===== config.mk =====
export PLATFORM = sky130hd
export DESIGN_NAME = bsm_boot_mode_select
export DESIGN_NICKNAME = d
export VERILOG_FILES = /design/src/logic/bsm_break_detect.v /design/src/logic/bsm_boot_mode_select.v
export VERILOG_INCLUDE_DIRS = /design/src /design/src/inc
export SDC_FILE = /design/constraint.sdc
export NUM_CORES = 1
export LEC_CHECK = 0
export CORE_MARGIN = 5
export CORE_UTILIZATION = 48
export CTS_CLUSTER_SIZE = 30
export DETAILED_ROUTE_END_ITERATION = 8
export DONT_BUFFER_PORTS = 1
export SLEW_MARGIN = 20
export SYNTH_ARGS = -nofsm -noshare
export SYNTH_HDL_FRONTEND = slang
export SYNTH_SLANG_ARGS = --single-unit

===== constraint.sdc =====
create_clock -name clock_in -period 5.5 [get_ports clock_in]
set_input_delay 0.825 -clock clock_in [delete_from_list [all_inputs] [get_ports clock_in]]
set_output_delay 0.825 -clock clock_in [all_outputs]
set_load 0.01 [all_outputs]

===== src/inc/bsm_map.vh =====
// strap codes, mode codes, pin map codes and timing counts for boot mode select
`ifndef BSM_MAP_VH
`define BSM_MAP_VH

// strap codes as {line2, line1, line0}
`define BSM_STRAP_LOAD        3'h4
`define BSM_STRAP_TWO_WIRE    3'h1
`define BSM_STRAP_FOUR_WIRE   3'h0
`define BSM_STRAP_BREAK_LOAD  3'h2
`define BSM_STRAP_RESTORE     3'h3

// boot flow codes on boot_mode_out
`define BSM_MODE_RUN_FOUR     3'h0
`define BSM_MODE_RUN_TWO      3'h1
`define BSM_MODE_LOAD         3'h2
`define BSM_MODE_BREAK_CHECK  3'h3
`define BSM_MODE_RESTORE      3'h4

// debug port forms
`define BSM_DBG_FOUR_WIRE     1'h0
`define BSM_DBG_TWO_WIRE      1'h1

// reset values
`define BSM_RST_MODE          3'h0
`define BSM_RST_STRAP         3'h0

// break detection: receive line low for one character time at 115200 baud
`define BSM_BREAK_NS          87000
`define BSM_CLK_NS            100
`define BSM_BREAK_CYCLES      (`BSM_BREAK_NS / `BSM_CLK_NS)
// window in which a break is looked for before running
`define BSM_BREAK_WAIT_NS     1000000
`define BSM_BREAK_WAIT_CYCLES (`BSM_BREAK_WAIT_NS / `BSM_CLK_NS)
// typical restore duration, eight seconds
`define BSM_RESTORE_NS        40'd8000000000
`define BSM_RESTORE_CYCLES    (`BSM_RESTORE_NS / `BSM_CLK_NS)

`endif


===== src/logic/bsm_break_detect.v =====
// break detector: reports a receive line held low for a whole break time
`timescale 1ns/1ns
`default_nettype none
module bsm_break_detect
#(
    parameter integer BREAK_CYCLES = 870
)
(
    input  wire        clock_in,     // system clock
    input  wire        rst_b_in,     // synchronous reset, active low
    input  wire        enable_in,    // look for a break while high
    input  wire        rx_in,        // uart receive line, idle high
    output reg         break_out     // sticky: break seen
);
    reg [23:0] low_count;

    // count consecutive low samples; any high sample restarts the count
    always @(posedge clock_in)
    begin
        if (!rst_b_in)
        begin
            low_count <= 24'h000000;
            break_out <= 1'b0;
        end
        else if (!enable_in)
        begin
            low_count <= 24'h000000;
            break_out <= 1'b0;
        end
        else if (rx_in)
            low_count <= 24'h000000;
        else if (low_count == BREAK_CYCLES[23:0] - 24'h000001)
            break_out <= 1'b1;
        else
            low_count <= low_count + 24'h000001;
    end
endmodule
`default_nettype wire


===== src/logic/bsm_boot_mode_select.v =====
// boot mode select: strap latch, boot flow and default pin mapping
// Overview of operation
// [RULE1] straps latched into a mode register at reset exit; it picks the mode
// [RULE2] latched code sets boot flow, debug port form and first uart mapping
// [RULE3] straps have internal pulldowns, so undriven lines read as zero
// [RULE4] board drives highest strap only as an output after power-up
// [RULE5] strap lines zero and one never offered to other pin functions
// [RULE6] code 100: serial code load, wait forever, four-wire debug
// [RULE7] after a load, board sets a functional code and resets again
// [RULE8] code 001: run with two-wire serial debug on tms and tck
// [RULE9] code 000: run with four-wire debug, the undriven default
// [RULE10] code 010: look for uart break; load if seen else run, four-wire
// [RULE11] code 011: reset toggle starts factory image restore
// [RULE12] restore is fail-safe, resumes after power loss, about eight seconds
// [RULE13] board holds reset low at least five milliseconds
// [RULE14] codes 101, 110, 111 act as the four-wire run default
`timescale 1ns/1ns
`default_nettype none
`include "bsm_map.vh"
module bsm_boot_mode_select
#(
    parameter integer BREAK_CYCLES   = `BSM_BREAK_CYCLES,
    parameter integer BREAK_WAIT     = `BSM_BREAK_WAIT_CYCLES,
    parameter [39:0]  RESTORE_CYCLES = `BSM_RESTORE_CYCLES
)
(
    input  wire        clock_in,            // 10 mhz system clock
    input  wire        rst_b_in,            // synchronous reset, active low
    input  wire [2:0]  boot_strap_lines_in, // strap pins, board side
    input  wire [2:0]  strap_pull_en_in,    // pad reports line is undriven
    input  wire        uart_rx_in,          // first uart receive line
    input  wire        load_done_in,        // loader finished a code load
    input  wire        restore_done_in,     // restore engine reports finish
    input  wire        restore_pending_in,  // nonvolatile restore-in-progress
    input  wire        strap_line_high_out_data_in, // reuse data for line 2
    output reg  [2:0]  strap_code_out,      // latched strap code
    output reg  [2:0]  boot_mode_out,       // selected boot flow
    output reg         debug_two_wire_out,  // 1 two-wire, 0 four-wire debug
    output reg         uart_loader_out,     // first uart owned by loader
    output reg         run_out,             // functional mode running
    output reg         restore_start_out,   // one-cycle restore kick
    output reg         restore_busy_out,    // restore in progress
    output reg         restore_mark_out,    // set nonvolatile restore marker
    output reg         strap_line_high_oe_out, // line 2 output enable
    output reg         strap_line_high_do_out, // line 2 output value
    output reg         strap_low_lines_free_out // always 0: lines 0,1 held
);
    // boot flow state
    localparam [2:0] ST_SENSE   = 3'h0;
    localparam [2:0] ST_RUN     = 3'h1;
    localparam [2:0] ST_LOAD    = 3'h2;
    localparam [2:0] ST_BREAK   = 3'h3;
    localparam [2:0] ST_RESTORE = 3'h4;

    reg  [2:0]  state;
    reg  [2:0]  next_state;
    reg  [2:0]  next_mode;
    reg  [23:0] wait_count;
    reg  [39:0] restore_count;
    wire        break_seen;
    wire [2:0]  sensed;

    // pulled-down lines read zero when the pad reports nothing drives them
    assign sensed = boot_strap_lines_in & ~strap_pull_en_in; // RULE3

    // strap code to boot flow; undocumented codes fall back to four-wire run
    function [2:0] bsm_decode;
        input [2:0] code;
        begin
            case (code)
                `BSM_STRAP_LOAD:
                    bsm_decode = `BSM_MODE_LOAD;        // RULE6
                `BSM_STRAP_TWO_WIRE:
                    bsm_decode = `BSM_MODE_RUN_TWO;     // RULE8
                `BSM_STRAP_FOUR_WIRE:
                    bsm_decode = `BSM_MODE_RUN_FOUR;    // RULE9
                `BSM_STRAP_BREAK_LOAD:
                    bsm_decode = `BSM_MODE_BREAK_CHECK; // RULE10
                `BSM_STRAP_RESTORE:
                    bsm_decode = `BSM_MODE_RESTORE;     // RULE11
                default:
                    bsm_decode = `BSM_MODE_RUN_FOUR;    // RULE14
            endcase
        end
    endfunction

    bsm_break_detect
    #(
        .BREAK_CYCLES (BREAK_CYCLES)
    )
    u_break
    (
        .clock_in  (clock_in),
        .rst_b_in  (rst_b_in),
        .enable_in (state == ST_BREAK),
        .rx_in     (uart_rx_in),
        .break_out (break_seen)
    );

    // next flow state; a pending restore marker wins so power loss resumes it
    always @*
    begin
        next_state = state;
        next_mode  = boot_mode_out;
        case (state)
            ST_SENSE:
            begin
                if (restore_pending_in)
                    next_mode = `BSM_MODE_RESTORE;           // RULE12
                else
                    // decide from the pins: the latch still holds its reset
                    // value on this edge and takes the same code with it
                    next_mode = bsm_decode(sensed);          // RULE1
                case (next_mode)
                    `BSM_MODE_LOAD:        next_state = ST_LOAD;
                    `BSM_MODE_BREAK_CHECK: next_state = ST_BREAK;
                    `BSM_MODE_RESTORE:     next_state = ST_RESTORE;
                    default:               next_state = ST_RUN;
                endcase
            end
            ST_LOAD:
                // no timeout: only a new strap code and reset leave here
                next_state = ST_LOAD;                        // RULE6
            ST_BREAK:
            begin
                if (break_seen)
                begin
                    next_state = ST_LOAD;                    // RULE10
                    next_mode  = `BSM_MODE_LOAD;
                end
                else if (wait_count == BREAK_WAIT[23:0])
                begin
                    next_state = ST_RUN;                     // RULE10
                    next_mode  = `BSM_MODE_RUN_FOUR;
                end
            end
            ST_RESTORE:
            begin
                if (restore_done_in || restore_count == RESTORE_CYCLES)
                begin
                    next_state = ST_RUN;
                    next_mode  = `BSM_MODE_RUN_FOUR;
                end
            end
            ST_RUN:
                next_state = ST_RUN;
            default:
                next_state = ST_SENSE;
        endcase
    end

    // strap latch and flow registers; the latch takes the pins on the first
    // edge after release, since async capture of a pin is not allowed
    always @(posedge clock_in)
    begin
        if (!rst_b_in)
        begin
            state          <= ST_SENSE;
            strap_code_out <= `BSM_RST_STRAP;
            boot_mode_out  <= `BSM_RST_MODE;
            wait_count     <= 24'h000000;
            restore_count  <= 40'h0000000000;
        end
        else
        begin
            if (state == ST_SENSE)
                strap_code_out <= sensed;                    // RULE1
            state         <= next_state;
            boot_mode_out <= next_mode;                      // RULE2
            if (state == ST_BREAK)
                wait_count <= wait_count + 24'h000001;
            else
                wait_count <= 24'h000000;
            if (state == ST_RESTORE)
                restore_count <= restore_count + 40'h0000000001;
            else
                restore_count <= 40'h0000000000;
        end
    end

    // pin mapping and status outputs, all registered
    always @(posedge clock_in)
    begin
        if (!rst_b_in)
        begin
            debug_two_wire_out       <= `BSM_DBG_FOUR_WIRE;
            uart_loader_out          <= 1'b0;
            run_out                  <= 1'b0;
            restore_start_out        <= 1'b0;
            restore_busy_out         <= 1'b0;
            restore_mark_out         <= 1'b0;
            strap_line_high_oe_out   <= 1'b0;
            strap_line_high_do_out   <= 1'b0;
            strap_low_lines_free_out <= 1'b0;
        end
        else
        begin
            debug_two_wire_out <= (next_mode == `BSM_MODE_RUN_TWO)
                ? `BSM_DBG_TWO_WIRE : `BSM_DBG_FOUR_WIRE;    // RULE2
            uart_loader_out    <= (next_state == ST_LOAD) ||
                                  (next_state == ST_BREAK);  // RULE2
            run_out            <= (next_state == ST_RUN);
            restore_start_out  <= (state == ST_SENSE) &&
                                  (next_state == ST_RESTORE); // RULE11
            restore_busy_out   <= (next_state == ST_RESTORE);
            // marker set while the restore runs and load_done_in is low, covering power loss
            restore_mark_out   <= (next_state == ST_RESTORE) &&
                                  !load_done_in;             // RULE12
            // line 2 may be reused only as an output once running
            strap_line_high_oe_out <= (next_state == ST_RUN);
            strap_line_high_do_out <= (next_state == ST_RUN) &&
                                      strap_line_high_out_data_in;
            strap_low_lines_free_out <= 1'b0;                // RULE5
        end
    end
endmodule
`default_nettype wire


==> results of run 1 <==
-- power breakdown --
group          internal (uW)  total (uW)  switching, uW
clock network            248         498            250
registers                771         785           14.3
logic                   20.7        52.6           31.9
-- flip-flops by register name, indices dropped and copies added, names as in the netlist, 3 cells and up --
signal,cells
boot_mode_out,3
restore_count,40
strap_code_out,3
wait_count,24
u_break.low_count,24
state,3
-- placed cells by master, fill, tap and decap left out, drive strengths merged, types with 3 or more instances in the layout --
cell    synthesis  final
and3           14     14
o21ai          14     14
nor3           15     15
nor2b           6      6
ha              6      6
and2           13     13
clkbuf         11     14
nor2           95     95
nor4b           6      6
nor4           16     16
inv            19     19
or3            16     16
a21oi          15     15
xnor2          39     39
nand4          18     18
nand3          37     37
xor2           33     33
and4            5      5
dfxtp         105    105
or2             3      3
nand2          31     31
-- through the flow --
stage / utilization / hold WS (ns) / instances
3_3_place_gp: 0.499 / 0.455 / 662
6_report: 0.521 / 0.479 / 678
4_1_cts: 0.521 / 0.484 / 678
2_1_floorplan: - / 0.441 / 545
5_1_grt: 0.521 / 0.480 / 678
3_5_place_dp: 0.499 / 0.462 / 662
-- path summary, 6_finish.rpt --
kind | startpoint | end | slack, ns | cells after the start
max | state[0]$_SDFF_PN0_ | u_break.low_count[1]$_SDFFE_PP0P_ | 3.04 | 4
min | restore_count[0]$_SDFF_PN0_ | restore_count[0]$_SDFF_PN0_ | 0.48 | 1
max reg2reg | state[0]$_SDFF_PN0_ | u_break.low_count[1]$_SDFFE_PP0P_ | 3.04 | 4
min reg2reg | restore_count[0]$_SDFF_PN0_ | restore_count[0]$_SDFF_PN0_ | 0.48 | 1
-- metal layers --
metal	vias up	track usage	routed length [microns]
met2	33	0.275	4260
met3	9	0.0599	398
met1	1664	0.207	4430
li1	1850	-	-
met4	0	0.0374	97
met5	-	0	0
-- worst max-delay path: cells and delay by family, from the launching register on --
family           cells  cell delay, ns
AND/OR/NAND/NOR      3            1.74
flip-flops           1            0.42
AO/OA/AOI/OAI        1            0.22
-- cell families (layout without fill, tap and decap cells) --
logic type	Yosys count	after routing	share of synthesized area
flops	105	105	0.440
simple gates	281	281	0.317
mux	2	2	0.00419
compound gates	42	42	0.0560
other cells	1	1	0.000785
buf+inv	36	36	0.0346
fa+ha+maj	6	6	0.0157
xor+xnor	72	72	0.132
-- final cells by class --
type	count	area [sq um]	share of cell area
multi-input cells	404	2510	0.496
repair buffers	1	7.51	0.00148
well taps	133	166	0.0328
flip-flops and latches	105	2100	0.415
inverters	19	71.3	0.0141
clock inverters	2	35.0	0.00692
clock buffers	14	173	0.0341
==> results.md, run 1 <==
- Status: complete, no violations
- N_diodes: 0
- Power Density: between 200 and 300 nW/um^2
- Min cycle time layout: about 2.5 ns
- Pin count of the biggest net entering global routing: 40
- Layout net count: 559
- Port Buffers: 0
- Clk root buf: clkbuf_8
- Placed Area: between 4000 and 5000 sq um
- RSZ-0062 raised after global routing: false
- Post-synth top area cell: dfxtp_1
- Max-Cap Viols: 0
- Hold_buf cts: 0
- Pre-CTS setup slack: roughly 2.8 ns
- DRT iter0 DRCs: 160
- Core ar.: 9730 sq um
- #FFs+latches synth: 105
- Total GRT Usage: 0.166
- Final Hold Fails: 0
- Initial antenna violation count: 0
- Static Leak: between 0.0015 and 0.002 uW
- GPL Wtd Cong: approximately 0.8
- Async SR Flop Fraction: 0
- DR vias/cell: about 5.2
- Total CTS buffers: 9
- WP data required: 5.79 ns
- Top post-synthesis cells by count: dfxtp_1 (105), nor2_1 (95), xnor2_1 (39)
- Yosys warning count: 0
- Sequential fraction of the synthesis area: 0.440
- GRT Residual Overflow: 0
- Setup TNS Final: 0 ns
- Post-Syn Area per Cell: 8.77 sq um
- Clock sinks: between 100 and 150
- Crit-path cells: nor2b_1 > nand3_1 > or2_2 > a211oi_1
- # rows: 36
- Clk_skew: around 0.012 ns
- Final instance area: approximately 5000 sq um
- Hold Crit Class: reg -> reg
- Largest cells by area after synthesis: dfxtp_1 (44%), nor2_1 (7.5%), xnor2_1 (7.1%), xor2_1 (6.0%), nand3_1 (3.8%)
- Slew @ Worst Pin: roughly 0.99 ns
- Syn-to-layout area delta: 6.02%
- Crit path kind: reg -> reg
- Total power: 1340 uW
- Drt first pass iters: 6
- I/O pin cnt: 28
- Tcrit/Tclk final: 0.448
- Die Y: ~110 microns
- Slowest cell on crit path: or2_2
- Area of the mapped netlist: between 4000 and 5000 sq um
- HPWL Detailed: roughly 6600 microns
- Post-CTS setup buffer count: 0
- Post-route setup slack: between 3 and 4 ns
- Distinct cells, synth: 49
- Setup Viol. Count Final: 0
- Antenna viol nets, final: 0
- WL per Instance: around 14 microns
- Reg clk slew, reported paths: 0.09 ns
- Crit path max fanout: 25
- Slowest stage delay, CP: 0.80 ns
- Fin. max-slew vios: 0
- Total number of vias: approximately 3,600
- First-pass GRT wire length: 16,000 microns
- Worst EP arrival: roughly 2.8 ns
- Initial core utilization: 0.491
- DRT Wirelength: between 9000 and 10,000 microns
- Post-synth EDFFs: 0
- DRC: 0
- Yosys top cell area share: 0.440
- Die area: 12,100 sq um
- CTS tree: done
- Count leader, synth: dfxtp_1
- Layout cell share with drive strength beyond 1: 0.0587
- Crit start category: flip-flop
- Syn Inst Count: 545
- Fmax: between 0.4 and 0.5 GHz
- Max clock buf depth: 2
- Dominant synthesized flop cell: dfxtp_1
- Relative slew margins: 0.340
- Vias in the first global route: around 3,500
- Maximum vdd drop: 0.210 mV
- Clock Latency Late Sink: 0.37 ns
- Crit. End Element: flip-flop
- H-tree depth: 3
- # fillers: 992
- Syn Nets: between 500 and 600
- CTS-repair resized insts: 0
- Die X: 110 microns
(Power assumes the default switching activity.)
==> run 2, diff against run 1 <==
Clock period 5.5 ns to 2.3 ns, I/O delays scaled along.
==> run 2 against run 1 <==
Die area did not move. Largest cell class unchanged. Clock skew grew 0.0023 ns. Via count rose by 1.4%. Critical path depth rose by 2. First-iteration DRC count is 30% lower. Total power up 150%. Critical endpoint is now strap_line_high_do_out$_SDFF_PN0_. Cell count is 1.2% higher. Flip-flop and latch count stayed put. Worst hold slack got worse by 0.43 ns.
==> results.md, run 2 (synthesis gave the netlist of run 1 again) <==
- Status: complete, no violations
- Pre-CTS setup slack: 0.221 ns (-2.60 ns)
- Maximum vdd drop: 0.419 mV (+100%)
- Pin count of the biggest net entering global routing: 40 (unchanged)
- Cell family with most CP delay: simple AND/OR/NAND/NOR gates
- Clock Latency Late Sink: 0.36 ns (about the same)
- Static Leak: 0.00164 uW (+2.6%)
- Final Hold Fails: 0 (unchanged)
- # rows: 36 (unchanged)
- Die Y: 110 microns (unchanged)
- Min cycle time layout: 2.06 ns (-0.404 ns)
- Largest regs: restore_count: 40 flops, u_break.low_count: 24 flops, wait_count: 24 flops
- DR vias/cell: 5.26 (+0.20%)
- Non-filler cells in the finished layout: 686 (+1.2%)
- Drt first pass iters: 4 (-2)
- Crit path capture: strap_line_high_do_out$_SDFF_PN0_
- Setup Viol. Count Final: 0 (unchanged)
- Post-route setup slack: 0.242 ns (-2.80 ns)
- Post-CTS setup buffer count: 0 (unchanged)
- Crit Reg-Reg Endpoint: strap_line_high_do_out$_SDFF_PN0_
- Worst EP arrival: 2.36 ns (-0.39 ns)
- Die area: 12,100 sq um (unchanged)
- CP startpoint: restore_count[28]$_SDFF_PN0_
- DRC: 0 (unchanged)
- N_diodes: 0 (unchanged)
- Setup TNS Final: 0 ns (unchanged)
- Hold Crit Class: in -> reg
- Reg clk slew, reported paths: 0.09 ns (about the same)
- Initial antenna violation count: 0 (unchanged)
- Critical Path Most Common Cell: and2_1
- # fillers: 938 (-5.4%)
- Layout Utilization: 0.529 (+0.00849)
- Crit. End Element: flip-flop
- Clk_skew: 0.0143 ns (+0.00226 ns)
- WP data required: 2.60 ns (-3.19 ns)
- Most frequent cells in the layout: dfxtp_1 (105), nor2_1 (95), xnor2_1 (39)
- Placed Area: 4920 sq um (+1.2%)
- I/O pin cnt: 28 (unchanged)
- Final instance area: 5150 sq um (+1.6%)
- Crit start category: flip-flop
- Slowest stage delay, CP: 0.38 ns (-0.42 ns)
- RSZ-0062 raised after global routing: false
- Max clock buf depth: 2 (unchanged)
- GPL Wtd Cong: 0.838 (+6.8%)
- R2R depth: 6 (+2)
- Core ar.: 9730 sq um (unchanged)
- CTS tree: done
- Slowest cell on crit path: o31a_1
- FF/Latch Area: 2100 sq um (unchanged)
- H-tree depth: 3 (unchanged)
- DRT Wirelength: 9250 microns (+0.73%)
- Fmax: 0.486 GHz (+20%)
- Crit-path cells: nor4_1 > nand4_1 > o31a_1 > and2_1 > nor4b_2 > and2_1
- Stages on worst setup path: 6 (+2)
- Hold_buf cts: 0 (unchanged)
- Layout net count: 567 (+1.4%)
- Clock sinks: 105 (unchanged)
- CTS-repair resized insts: 0 (unchanged)
- CP Buf/Inv Count: 0 (unchanged)
- Initial core utilization: 0.491 (unchanged)
- Die X: 110 microns (unchanged)
- Top reg by flops: restore_count
- Total CTS buffers: 9 (unchanged)
- Total number of vias: 3,605 (+1.4%)
- Placed insts: 670 (+1.2%)
- WL per Instance: 13.5 microns (-0.45%)
- Tcrit/Tclk final: 0.895 (+0.447)
- Largest register FFs: 40 (unchanged)
- Multi-input logic area: 2510 sq um (unchanged)
- Port Buffers: 0 (unchanged)
- Crit path max fanout: 5 (-80%)
- Total GRT Usage: 0.167 (+0.000535)
- Crit Reg-Reg Startpoint: restore_count[28]$_SDFF_PN0_
- Fin. max-slew vios: 0 (unchanged)
- HPWL Detailed: 6660 microns (+0.98%)
- GRT Residual Overflow: 0 (unchanged)
- DRT iter0 DRCs: 112 (-30%)
- Most common cell after layout, fill and taps aside: dfxtp_1
- R2R Setup Slk: 0.24 ns (-2.80 ns)
- Layout cell share with drive strength beyond 1: 0.0741 (+0.0154)
- Antenna viol nets, final: 0 (unchanged)
- Clk root buf: clkbuf_8
- Power Density: 640 nW/um^2 (+140%)
- Syn-to-layout area delta: 7.75%
- Crit path kind: reg -> reg
- Max-Cap Viols: 0 (unchanged)
- First-pass GRT wire length: 16,000 microns (+0.52%)
- Vias in the first global route: 3,442 (-0.84%)
## run 2: metal layers
| layer | part of all wire | wire, microns | vias up | GRT usage |
|---|---|---|---|---|
| met5 | 0 | 0 | - | 0 |
| met4 | 0.012 | 112 | 0 | 0.0490 |
| met3 | 0.048 | 443 | 11 | 0.0476 |
| met2 | 0.46 | 4280 | 54 | 0.273 |
| met1 | 0.48 | 4410 | 1686 | 0.213 |
| li1 | - | - | 1854 | - |
## run 2: worst min-delay path by stage
stage	start	to	slack [ns]	cells after the start
CTS	load_done_in	restore_mark_out$_SDFF_PN0_	0.03	1
finish	load_done_in	restore_mark_out$_SDFF_PN0_	0.05	1
global route	load_done_in	restore_mark_out$_SDFF_PN0_	0.03	1
detailed placement	load_done_in	restore_mark_out$_SDFF_PN0_	0.42	1
floorplan	load_done_in	restore_mark_out$_SDFF_PN0_	0.42	1
global placement	load_done_in	restore_mark_out$_SDFF_PN0_	0.42	1
## run 2: per-stage QoR
| stage | hold slack, ns | total power (uW) |
|---|---|---|
| 2_1_floorplan | 0.417 | 2030 |
| 3_3_place_gp | 0.419 | 2050 |
| 3_5_place_dp | 0.424 | 2050 |
| 4_1_cts | 0.0265 | 3340 |
| 5_1_grt | 0.0287 | 3420 |
| 6_report | 0.0454 | 3300 |
## run 2: worst register-to-register path, stage by stage, from the launching register on
cell and delay [ns]:
dfxtp_1 0.35, nor4_1 0.34, nand4_1 0.20, o31a_1 0.38
and2_1 0.22, nor4b_2 0.34, and2_1 0.18
## run 2: layout make-up
cell class | count | share of cell area
Multi-Input combinational cell | 404 | 0.488
Sequential cell | 105 | 0.408
Tap cell | 133 | 0.0323
Clock buffer | 12 | 0.0301
Clock inverter | 4 | 0.0146
Inverter | 19 | 0.0139
Timing Repair Buffer | 9 | 0.0131
## run 2: power breakdown
group | switching, uW | internal (uW) | total (uW)
clock network | 616 | 674 | 1290
registers | 34.0 | 1840 | 1880
logic | 77.8 | 53.2 | 131
==> run 3, diff against run 2 <==
Settings changed: SETUP_SLACK_MARGIN set to 0.2.
Clock period 2.3 ns to 2 ns, I/O delays scaled along.
==> run 3 against run 2 <==
Clock power up 6%. Via count grew 4.3%. Design area grew 13%. Critical path type unchanged. Largest cell class unchanged.
==> results.md, run 3 (synthesis gave the netlist of run 1 again) <==
- Reg clk slew, reported paths: 0.10 ns (about the same)
- Drt first pass iters: 4 (unchanged)
- Sequential share of power: 0.577 (+0.008)
- # rows: 36 (unchanged)
- Internal power: 2880 uW (+12%)
- Worst EP arrival: 2.18 ns (-0.18 ns)
- Tcrit/Tclk final: 0.944 (+0.0495)
- I/O pin cnt: 28 (unchanged)
- Total GRT Usage: 0.171 (+0.00402)
- Max-Cap Viols: 0 (unchanged)
- Hold Crit Class: in -> reg
- Crit-path cells: inv_2 > ha_4 > nor4b_4 > nand4_1 > o31a_1 > a22oi_2 > o22ai_2 > nor4b_2
- Clk_skew: 0.0114 ns (-0.00287 ns)
- WL per Instance: 14.0 microns (+4.2%)
- Sw Share: 0.226 (+0.00499)
- Initial core utilization: 0.491 (unchanged)
- Final Hold Fails: 0 (unchanged)
- RSZ-0062 raised after global routing: true
- Top reg by flops: restore_count
- Min cycle time layout: 1.89 ns (-0.169 ns)
- Most frequent cells in the layout: nor2_1 (90), dfxtp_1 (84), xnor2_1 (39)
- HPWL Detailed: 6710 microns (+0.79%)
- DRT iter0 DRCs: 195 (+74%)
- DRT Wirelength: 10,100 microns (+8.9%)
- Crit path max fanout: 3 (-2)
- Largest regs: restore_count: 40 flops, u_break.low_count: 24 flops, wait_count: 24 flops
- Busiest grt layer: met2
- Die area: 12,100 sq um (unchanged)
- Clock Latency Late Sink: 0.37 ns (about the same)
- Layout cell share with drive strength beyond 1: 0.247 (+0.172)
- Die Y: 110 microns (unchanged)
- R2R Setup Slk: 0.11 ns (-0.13 ns)
- GPL Wtd Cong: 0.803 (-4.3%)
- Most common cell after layout, fill and taps aside: nor2_1
- Clock sinks: 105 (unchanged)
- Total number of vias: 3,761 (+4.3%)
- R2R depth: 8 (+2)
- CTS tree: done
- GR Util met1: 0.223 (+0.00987)
- Fin. max-slew vios: 0 (unchanged)
- DR vias/cell: 5.25 (-0.18%)
- Combinational group share of total power: 0.055 (+0.015)
- Clock share of power: 0.368 (-0.023)
- Status: complete, no violations
- Clk root buf: clkbuf_8
- Largest register FFs: 40 (unchanged)
- CP Buf/Inv Count: 1 (+1)
- Crit Reg-Reg Endpoint: debug_two_wire_out$_SDFF_PN0_
- Antenna viol nets, final: 0 (unchanged)
- Cell family with most CP delay: compound AO/OA/AOI/OAI gates
- Non-filler cells in the finished layout: 717 (+4.5%)
- Syn-to-layout area delta: 21.8%
- Slowest stage delay, CP: 0.36 ns (-0.02 ns)
- Setup Viol. Count Final: 0 (unchanged)
- Pin count of the biggest net entering global routing: 40 (unchanged)
- M2 GR Usage: 0.264 (-0.00915)
- Crit path kind: reg -> reg
- Total CTS buffers: 9 (unchanged)
- Layout net count: 598 (+5.5%)
- Psw: 839 uW (+15%)
- Power Density: 639 nW/um^2 (-0.22%)
- Initial antenna violation count: 0 (unchanged)
- Crit. End Element: flip-flop
- N_diodes: 0 (unchanged)
- Maximum vdd drop: 0.555 mV (+33%)
- Crit Reg-Reg Startpoint: restore_count[1]$_SDFF_PN0_
- Vias in the first global route: 3,483 (+1.2%)
- H-tree depth: 3 (unchanged)
- Port Buffers: 0 (unchanged)
- DRC: 0 (unchanged)
- Setup TNS Final: 0 ns (unchanged)
- Core ar.: 9730 sq um (unchanged)
- First-pass GRT wire length: 16,300 microns (+1.6%)
- WP data required: 2.29 ns (-0.31 ns)
- Slowest cell on crit path: o31a_1
- Hold depth: 1 (unchanged)
- Max clock buf depth: 2 (unchanged)
- GRT Residual Overflow: 0 (unchanged)
- Hold_sp: rst_b_in
- Static Leak: 0.00201 uW (+23%)
- Crit start category: flip-flop
- Die X: 110 microns (unchanged)
- Met3 Use GR: 0.0622 (+0.0147)
- Placed insts: 688 (+2.7%)
- Fmax: 0.530 GHz (+9.0%)
- Hold EP: boot_mode_out[1]$_SDFF_PN0_
- Fin Hold WS: 0.0396 ns (-0.00580 ns)
-- run 3: cell count changes in the layout (fill, tap and decap cells not counted), sizes merged --
cell / previous run / this run
buf: 9 / 37
clkbuf: 12 / 15
clkinvlp: 2 / 0
bufinv: 2 / 1
clkinv: 0 / 1
dlygate4sd3: 0 / 1
nand4: 18 / 19
-- run 3: metrics by stage --
stage	utilization	setup slack [ns]	power, uW	cell area (sq um)
after floorplan	-	0.209	2340	4790
after global placement	0.520	0.0552	2370	5060
after detailed placement	0.520	-0.00498	2370	5060
after CTS	0.552	0.0944	3760	5370
after global routing	0.598	-0.0442	3900	5820
final	0.598	0.112	3720	5820
-- run 3: what timing repair did --
| item | 4_1_cts | 5_1_grt |
|---|---|---|
| gates resized for setup | 19 | 90 |
| gates cloned | 0 | 2 |
| hold endpoints to repair | 1 | 0 |
| buffers inserted | 0 | 10 |
| pin swaps | 5 | 30 |
| setup endpoints to repair | 24 | 43 |
| hold buffers | 1 | 0 |
-- run 3: metal layers --
layer,share of wire,vias to the layer above
li1,-,1934
met1,0.48,1769
met2,0.46,52
met3,0.052,6
met4,0.0098,0
met5,0,-
-- run 3: final cells by class --
class	instances	area, sq um
tap	133	166
multi-input combinational	405	2890
sequential	105	2150
fill	854	3910
clock inverter	2	35.0
timing repair buffer	39	332
clock buffer	14	173
inverter	19	71.3
-- run 3: worst max path at each step --
stage,start,endpoint,slack (ns),cells past startpoint
after global placement,wait_count[0]$_SDFF_PN0_,debug_two_wire_out$_SDFF_PN0_,0.06,8
after detailed placement,wait_count[0]$_SDFF_PN0_,debug_two_wire_out$_SDFF_PN0_,-0.005,8
after global routing,restore_count[1]$_SDFF_PN0_,debug_two_wire_out$_SDFF_PN0_,-0.04,8
after CTS,restore_count[0]$_SDFF_PN0_,debug_two_wire_out$_SDFF_PN0_,0.09,8
after floorplan,state[1]$_SDFF_PN0_,strap_line_high_do_out$_SDFF_PN0_,0.21,8
final,restore_count[1]$_SDFF_PN0_,debug_two_wire_out$_SDFF_PN0_,0.11,8
-- run 3: power groups by stage --
stage / clock network, uW / logic, uW / registers (uW)
after floorplan: 0 / 141 / 2190
after global placement: 0 / 166 / 2210
after detailed placement: 0 / 168 / 2210
after CTS: 1430 / 172 / 2160
after global routing: 1520 / 228 / 2150
final: 1370 / 205 / 2140
